File: src/logic/flag_irq_pkg.sv
// Constants, field layout and carrier types of the event-flag block.
// Assumes a register port decoded by the serial-bus slave outside it.
// Operation
// - Set supply-low flag when selected supply is below supply_low_limit.
// - Supply and temperature checks run only on periodic, non-zero interval.
// - General flags 7 to 1 reset masked; unmask bit lets each through.
// - Flags stay set until a 1 is written; writing 0 changes nothing.
// - Set calibration-done flag when a charge-counter calibration ends.
// - Set over-limit flag when any charge counter exceeds charge_count_limit.
// - Set summary flag when any unmasked regulation flag is asserted.
// - Set over-temperature flag when temperature exceeds temp_high_limit.
// - Set bus-error flag on a serial control bus error.
// - Set fuse-checksum flag when the fuse checksum check fails.
// - Set fuse-load flag every time fuses are read, including after reset.
// - Fuse-load flag resets unmasked so reset release raises the interrupt.
// - Regulation bits 5 to 3 set on leaving regulation; 7:6 reserved.
// - Regulation bits 2 to 0 set on entering regulation.
package flag_irq_pkg;
  localparam logic [7:0] general_flags_addr    = 8'h00;
  localparam logic [7:0] regulation_flags_addr = 8'h01;
  localparam logic [7:0] general_unmask_addr   = 8'h02;
  localparam logic [7:0] regulation_unmask_addr = 8'h03;

  localparam int supply_low_bit  = 7;
  localparam int cal_done_bit    = 6;
  localparam int count_over_bit  = 5;
  localparam int summary_bit     = 4;
  localparam int temp_high_bit   = 3;
  localparam int bus_error_bit   = 2;
  localparam int fuse_crc_bit    = 1;
  localparam int fuse_load_bit   = 0;
  localparam int outputs         = 3;
  localparam int dropped_base    = 3;
  localparam int regulating_base = 0;

  localparam logic [7:0] flags_reset          = 8'h00;
  localparam logic [7:0] general_unmask_reset = 8'h01;
  localparam logic [7:0] regulation_unmask_reset = 8'h00;
  localparam logic [7:0] regulation_valid     = 8'h3f;

  typedef struct packed {
    logic       write;
    logic       read;
    logic [7:0] addr;
    logic [7:0] wdata;
  } reg_req_type;

  typedef struct packed {
    logic        measure_done;
    logic [11:0] supply_a;
    logic [11:0] supply_b;
    logic [11:0] temperature;
  } measure_type;

  typedef struct packed {
    logic        supply_source_select;
    logic [11:0] supply_low_limit;
    logic [11:0] temp_high_limit;
    logic [7:0]  measure_interval;
  } limits_type;
endpackage

File: src/logic/pmic_status_flag_irq.sv
// Sticky event flags, unmask registers and interrupt pin of the PMIC.
// Assumes the bus slave presents one-cycle register requests on core_clk.
`timescale 1ns/1ps
module pmic_status_flag_irq (
  input  wire logic                      core_clk,
  input  wire logic                      reset_n,
  input  wire flag_irq_pkg::reg_req_type reg_req,
  output logic                     [7:0] reg_rdata,
  output logic                           reg_rvalid,
  input  wire flag_irq_pkg::measure_type measure,
  input  wire flag_irq_pkg::limits_type  limits,
  input  wire logic                      cal_complete,
  input  wire logic                      count_over_limit,
  input  wire logic                      bus_error,
  input  wire logic                      fuse_crc_error,
  input  wire logic                      fuse_loaded,
  input  wire logic                [2:0] output_in_regulation,
  output logic                           irq_n,
  output logic                           irq_oe_n
);
  logic [1:0] rst_sync_q;
  logic       rst_n;
  logic [7:0] general_unmask_q;
  logic [7:0] regulation_unmask_q;
  logic [7:0] general_flags_q;
  logic [7:0] regulation_flags_q;
  logic [7:0] general_set;
  logic [7:0] regulation_set;
  logic [2:0] entered;
  logic [2:0] dropped;
  logic [11:0] monitored_supply;
  logic       periodic_ok;
  logic       summary_level;
  logic       fuse_seen_q;
  logic       irq_q;
  logic [7:0] rdata_q;
  logic       rvalid_q;
  logic       wr_general;
  logic       wr_regulation;

  always_ff @(posedge core_clk or negedge reset_n) begin
    if (!reset_n) begin
      rst_sync_q <= 2'h0;
    end else begin
      rst_sync_q <= {rst_sync_q[0], 1'b1};
    end
  end
  assign rst_n = rst_sync_q[1];

  assign wr_general    = reg_req.write &&
                         reg_req.addr == flag_irq_pkg::general_flags_addr;
  assign wr_regulation = reg_req.write &&
                         reg_req.addr == flag_irq_pkg::regulation_flags_addr;

  always_ff @(posedge core_clk or negedge rst_n) begin
    if (!rst_n) begin
      general_unmask_q    <= flag_irq_pkg::general_unmask_reset;
      regulation_unmask_q <= flag_irq_pkg::regulation_unmask_reset;
    end else if (reg_req.write) begin
      if (reg_req.addr == flag_irq_pkg::general_unmask_addr) begin
        general_unmask_q <= reg_req.wdata;
      end
      if (reg_req.addr == flag_irq_pkg::regulation_unmask_addr) begin
        regulation_unmask_q <= reg_req.wdata &
                               flag_irq_pkg::regulation_valid;
      end
    end
  end

  regulation_edge_detect u_edges (
    .clk     (core_clk),
    .rst_n   (rst_n),
    .in_reg  (output_in_regulation),
    .entered (entered),
    .dropped (dropped)
  );

  always_comb begin
    regulation_set = 8'h00;
    regulation_set[flag_irq_pkg::dropped_base +: flag_irq_pkg::outputs] =
      dropped;
    regulation_set[flag_irq_pkg::regulating_base +: flag_irq_pkg::outputs] =
      entered;
  end

  flag_w1c_bank u_regulation (
    .clk        (core_clk),
    .rst_n      (rst_n),
    .set_pulse  (regulation_set),
    .clear_en   (wr_regulation),
    .clear_bits (reg_req.wdata),
    .valid_bits (flag_irq_pkg::regulation_valid),
    .flags_q    (regulation_flags_q)
  );

  // Supply source mux, then limits checked only on periodic samples
  assign monitored_supply = limits.supply_source_select ?
                            measure.supply_a : measure.supply_b;
  assign periodic_ok = measure.measure_done &&
                       limits.measure_interval != 8'h00;
  assign summary_level = |(regulation_flags_q & regulation_unmask_q);

  // Fuse contents are read at every reset release; catch that once
  always_ff @(posedge core_clk or negedge rst_n) begin
    if (!rst_n) begin
      fuse_seen_q <= 1'b0;
    end else begin
      fuse_seen_q <= 1'b1;
    end
  end

  always_comb begin
    general_set = 8'h00;
    general_set[flag_irq_pkg::supply_low_bit] = periodic_ok &&
      monitored_supply < limits.supply_low_limit;
    general_set[flag_irq_pkg::cal_done_bit]   = cal_complete;
    general_set[flag_irq_pkg::count_over_bit] = count_over_limit;
    general_set[flag_irq_pkg::summary_bit]    = summary_level;
    general_set[flag_irq_pkg::temp_high_bit]  = periodic_ok &&
      measure.temperature > limits.temp_high_limit;
    general_set[flag_irq_pkg::bus_error_bit]  = bus_error;
    general_set[flag_irq_pkg::fuse_crc_bit]   = fuse_crc_error;
    general_set[flag_irq_pkg::fuse_load_bit]  = fuse_loaded ||
      !fuse_seen_q;
  end

  flag_w1c_bank u_general (
    .clk        (core_clk),
    .rst_n      (rst_n),
    .set_pulse  (general_set),
    .clear_en   (wr_general),
    .clear_bits (reg_req.wdata),
    .valid_bits (8'hff),
    .flags_q    (general_flags_q)
  );

  // Open-drain pin, registered to keep glitches off the host line
  always_ff @(posedge core_clk or negedge rst_n) begin
    if (!rst_n) begin
      irq_q <= 1'b0;
    end else begin
      irq_q <= |(general_flags_q & general_unmask_q);
    end
  end
  assign irq_n    = 1'b0;
  assign irq_oe_n = ~irq_q;

  always_ff @(posedge core_clk or negedge rst_n) begin
    if (!rst_n) begin
      rdata_q  <= 8'h00;
      rvalid_q <= 1'b0;
    end else begin
      rvalid_q <= reg_req.read;
      if (reg_req.read) begin
        unique case (reg_req.addr)
          flag_irq_pkg::general_flags_addr:    rdata_q <= general_flags_q;
          flag_irq_pkg::regulation_flags_addr: rdata_q <= regulation_flags_q;
          flag_irq_pkg::general_unmask_addr:   rdata_q <= general_unmask_q;
          flag_irq_pkg::regulation_unmask_addr:
            rdata_q <= regulation_unmask_q;
          default: rdata_q <= 8'h00;
        endcase
      end
    end
  end
  assign reg_rdata  = rdata_q;
  assign reg_rvalid = rvalid_q;
endmodule // pmic_status_flag_irq

File: src/logic/flag_w1c_bank.sv
// Eight sticky flags with write-one-to-clear and set priority.
// Assumes set pulses synchronous to clk.
`timescale 1ns/1ps
module flag_w1c_bank (
  input  wire logic       clk,
  input  wire logic       rst_n,
  input  wire logic [7:0] set_pulse,
  input  wire logic       clear_en,
  input  wire logic [7:0] clear_bits,
  input  wire logic [7:0] valid_bits,
  output logic      [7:0] flags_q
);
  genvar i;
  generate
    for (i = 0; i < 8; i++) begin : g_flag
      always_ff @(posedge clk or negedge rst_n) begin
        if (!rst_n) begin
          flags_q[i] <= 1'b0;
        end else if (!valid_bits[i]) begin
          flags_q[i] <= 1'b0;
        end else if (set_pulse[i]) begin
          flags_q[i] <= 1'b1;
        end else if (clear_en && clear_bits[i]) begin
          flags_q[i] <= 1'b0;
        end
      end
    end
  endgenerate
endmodule // flag_w1c_bank

File: src/logic/regulation_edge_detect.sv
// Turns per-output in-regulation levels into entry and exit pulses.
// Assumes levels already synchronous; first sample after reset is a baseline.
`timescale 1ns/1ps
module regulation_edge_detect (
  input  wire logic       clk,
  input  wire logic       rst_n,
  input  wire logic [2:0] in_reg,
  output logic      [2:0] entered,
  output logic      [2:0] dropped
);
  logic [2:0] prev_q;
  logic       primed_q;

  always_ff @(posedge clk or negedge rst_n) begin
    if (!rst_n) begin
      prev_q   <= 3'h0;
      primed_q <= 1'b0;
    end else begin
      prev_q   <= in_reg;
      primed_q <= 1'b1;
    end
  end

  // Small target steps never leave regulation, so no entry pulse either
  assign entered = primed_q ? (in_reg & ~prev_q) : 3'h0;
  assign dropped = primed_q ? (~in_reg & prev_q) : 3'h0;
endmodule // regulation_edge_detect

File: config.mk
export PLATFORM = sky130hd
export DESIGN_NAME = pmic_status_flag_irq
export DESIGN_NICKNAME = d
export VERILOG_FILES = /design/src/logic/flag_irq_pkg.sv /design/src/logic/pmic_status_flag_irq.sv /design/src/logic/flag_w1c_bank.sv /design/src/logic/regulation_edge_detect.sv
export SDC_FILE = /design/constraint.sdc
export NUM_CORES = 1
export LEC_CHECK = 0
export BUFFER_PORTS_ARGS = -buffer_cell sky130_fd_sc_hd__buf_2
export CAP_MARGIN = 40
export CORE_UTILIZATION = 48
export CTS_CLUSTER_DIAMETER = 150
export DETAILED_ROUTE_END_ITERATION = 7
export PLACE_DENSITY = 0.8
export SLEW_MARGIN = 30
export SYNTH_ARGS = -nofsm -noshare
export SYNTH_HDL_FRONTEND = slang
export SYNTH_SLANG_ARGS = --single-unit
File: constraint.sdc
create_clock -name core_clk -period 2.15 [get_ports core_clk]
set_clock_uncertainty 0.2 [all_clocks]
set_input_delay 0.3225 -clock core_clk [delete_from_list [all_inputs] [get_ports core_clk]]
set_output_delay 0.3225 -clock core_clk [all_outputs]
set_load 0.005 [all_outputs]
==> impl_results.rst <==
.. list-table::
   :header-rows: 1

   * - Metric
     - Value
   * - Average vias per placed instance
     - 5.216
   * - Area post-placement
     - 3254 sq um
   * - Final setup slack of the worst path
     - 0.2348 ns
   * - Leak pwr
     - 1.753 nW
   * - Remaining antenna violation count after routing
     - 0
   * - Count of endpoints failing setup in the final report
     - 0
   * - Antenna cells
     - 0
   * - Post-Place Setup Slack
     - -0.05567 ns
   * - Share of flip-flops with an asynchronous set or reset
     - 1.000
   * - Combined area of the multi-input logic cells
     - 1356 sq um
   * - Tot GR Track Use
     - 0.2245
   * - Share of the clock period used by the worst path
     - 0.8908
   * - Buffer and inverter count on the worst path
     - 1
   * - Startpoint of the lowest-slack register-to-register path
     - u_regulation.flags_q[3]$_DFFE_PN0P_
   * - Most used cells in the layout excluding fill and tap cells
     - buf_2, dfrtp_1, inv_1, mux2_2, nand2_1
   * - Data required time of the worst path
     - 2.17 ns
   * - Total power divided by cell area
     - 507.9 nW/um^2
   * - Half-perimeter wire length after detailed placement
     - 4.828 mm
   * - Maximum number of buffers from clock root to sink
     - 2
   * - Placer's final routability congestion estimate
     - 0.7852
   * - Number of flops mapped to enable cells by yosys
     - 0
   * - Category of the worst setup path capture point
     - flip-flop
   * - Ys flop type
     - dfrtp_1
   * - Wire length of the first global-routing pass
     - 10.33 mm
   * - Leading post-synthesis cells by cell area
     - dfrtp_1, ha_1, mux2_2
   * - Total gr overflow
     - 0
   * - Least-Margin Pin Slew
     - 0.5106 ns
   * - Floorplan die area
     - 5822 sq um
   * - Maximum number of pins on one net before global-route repair
     - 43
   * - Avg Synthesized Cell Area
     - 10.64 sq um
   * - Area share of the leading cell type in the synthesized netlist
     - 0.4060
   * - H-tree depth
     - 2
   * - Ordered cell list for the critical path
     - buf_2, mux2_2, ha_1, a211oi_1, nor2_1, nor3_1, o21ai_0, o21ai_0
   * - Netlist Area Pre-Place
     - 2650 sq um
   * - Data arrival at the endpoint of the critical path
     - 1.94 ns
   * - Outcome
     - finished clean
   * - Vias in the first global route
     - 2346
   * - Fraction of final layout cells sized beyond drive strength 1
     - 0.4153
   * - CTS root buf
     - clkbuf_8
   * - Top cell by count, worst path
     - o21ai_0
   * - Seq. cell area
     - 1102 sq um
   * - Post-route standard cell area excluding fillers
     - 3405 sq um
   * - Crit path largest cell delay
     - 0.38 ns
   * - Instance count of the mapped netlist
     - 249
   * - Max-Slew Margin vs Limit
     - 0.6596
   * - Clock-pin slew of the registers on the worst-case setup and hold paths
     - 0.07 ns
   * - Clock latency at the later pin of the worst-skew pair
     - 0.30 ns
   * - Port bufs
     - 107
   * - Launch instance of the worst min-delay path
     - count_over_limit
   * - Die width
     - 76.30 microns
   * - Worst Hold Class
     - in2reg
   * - # nets final
     - 486
   * - Critical path's top delay family
     - compound AO/OA/AOI/OAI gates
   * - Leading cell type in the layout, fill and taps excluded
     - buf_2
   * - Setup Buffers After CTS
     - 0
   * - Vertical extent of the die
     - 76.30 microns
   * - CTS tree
     - yes
   * - Fin crit period
     - 1.915 ns
   * - Unrepaired setup endpoints after global routing
     - no
   * - Effective utilization at floorplan
     - 0.5091
   * - Number of flip-flops and latches in the synthesized netlist
     - 44
   * - Antenna violations before repair
     - 0
   * - Utilization of the core after routing
     - 0.6541
   * - Cell taking the most area after synthesis
     - dfrtp_1
   * - CTS sink count
     - 44
   * - Fillcell total
     - 435
   * - Max capacitance violation total
     - 0
   * - Number of vias in the routed layout
     - 2274
   * - Number of remaining DRC errors
     - 0
   * - Distinct cell type count of the synthesized netlist
     - 40
   * - Number of DRC markers after the initial detailed-route iteration
     - 104
   * - Cell at the slowest stage of the critical path
     - mux2_2
   * - Average wire per cell in the routed design
     - 13.74 microns
   * - IR drop worst, VDD
     - 0.3394 mV
   * - Seq/Total Area, Yosys
     - 0.4160
   * - Final hold viol count
     - 0
   * - Critical Path Start
     - limits[32]
   * - Ports placed on the boundary
     - 109
   * - Critical path class
     - in2reg
   * - Placeable core area
     - 5205 sq um
   * - Crit path max fanout
     - 12
   * - Synth warn
     - 0
   * - Drt first pass iters
     - 4
   * - TritonCTS Buffers
     - 5
   * - Layout area overhead
     - 28.47%
   * - Hold_ws
     - 0.01768 ns
   * - Achievable Freq
     - 0.5221 GHz
   * - Total length of routed wires
     - 5.991 mm
   * - Placement Rows
     - 26
   * - Number of pins with negative max-slew slack in the final report
     - 0
   * - Worst setup SP type
     - input port
## layer usage
| metal | vias to the layer above | part of all wire | wire [microns] | GRT usage |
|---|---|---|---|---|
| met2 | 73 | 0.53 | 3147 | 0.3955 |
| met4 | 0 | 0.017 | 101 | 0.08654 |
| met5 | - | 0 | 0 | 0 |
| met3 | 10 | 0.053 | 318 | 0.05030 |
| li1 | 1113 | - | - | - |
| met1 | 1078 | 0.40 | 2424 | 0.2655 |
## final cells by class
type / instances / area share
well taps: 70 / 0.02573
multi-input cells: 157 / 0.3984
repair buffers: 115 / 0.1793
clock buffers: 8 / 0.02646
flip-flops and latches: 44 / 0.3238
inverters: 42 / 0.04631
## repair_timing
item,4_1_cts,5_1_grt
endpoints found under the hold margin,7,0
gates resized for setup,0,0
hold buffers,6,0
## final timing paths
kind	endpoint	slack [ns]	cells past startpoint
min	u_general.flags_q[5]$_DFFE_PN0P_	0.02	2
max in group asynchronous	general_unmask_q[0]$_DFFE_PN1P_	1.28	1
min reg2reg	u_edges.primed_q$_DFF_PN0_	0.11	1
max	u_general.flags_q[7]$_DFFE_PN0P_	0.23	8
min in group asynchronous	u_edges.primed_q$_DFF_PN0_	0.11	1
max reg2reg	reg_rdata[3]$_DFFE_PN0P_	0.80	3
## worst reg2reg max path: cells and delay by family, from the launching register on
kind,cells,cell delay [ns]
muxes,1,0.45
DFF,1,0.42
buffers and inverters,1,0.09
AOI/OAI and AO/OA,1,0.07
## cells by family after synthesis
family / after synthesis / synth area share
buffers and inverters: 49 / 0.07365
AOI/OAI and AO/OA: 44 / 0.1161
and+or+nand+nor: 53 / 0.1143
DFF: 44 / 0.4160
muxes: 34 / 0.1686
other: 2 / 0.002834
adders and majority gates: 23 / 0.1086
## cells in the mapped netlist, drive strengths merged, types with 2 or more instances
cell / n
a211oi: 4
a21o: 4
a21oi: 5
a22oi: 7
a32o: 3
buf: 7
conb: 2
dfrtp: 43
ha: 23
inv: 42
mux2: 25
mux2i: 3
mux4: 6
nand2: 25
nand3: 2
nand3b: 2
nand4: 6
nor2: 8
nor3: 2
o21ai: 6
o22ai: 8
o2bb2ai: 3
or4: 2
## power breakdown
| part | internal, mW | total, mW | switching (mW) |
|---|---|---|---|
| clock | 0.262 | 0.528 | 0.266 |
| sequential | 0.855 | 0.872 | 0.0170 |
| combinational | 0.177 | 0.329 | 0.152 |
## state kept, by name, indices dropped and copies added, names as in the netlist
register,count
general_unmask_q,8
reg_rdata,8
u_general.flags_q,8
regulation_unmask_q,6
u_regulation.flags_q,6
u_edges.prev_q,3
rst_sync_q,2
irq_q,1
reg_rvalid,1
u_edges.primed_q,1
## per-stage QoR
step	setup TNS, ns	power (mW)	instances
6_report	0	1.729	436
5_1_grt	0	1.815	436
4_1_cts	0	1.740	436
3_5_place_dp	-0.05567	1.209	422
3_3_place_gp	-0.02098	1.194	422
2_1_floorplan	0	1.063	250
(Power assumes the default switching activity.)
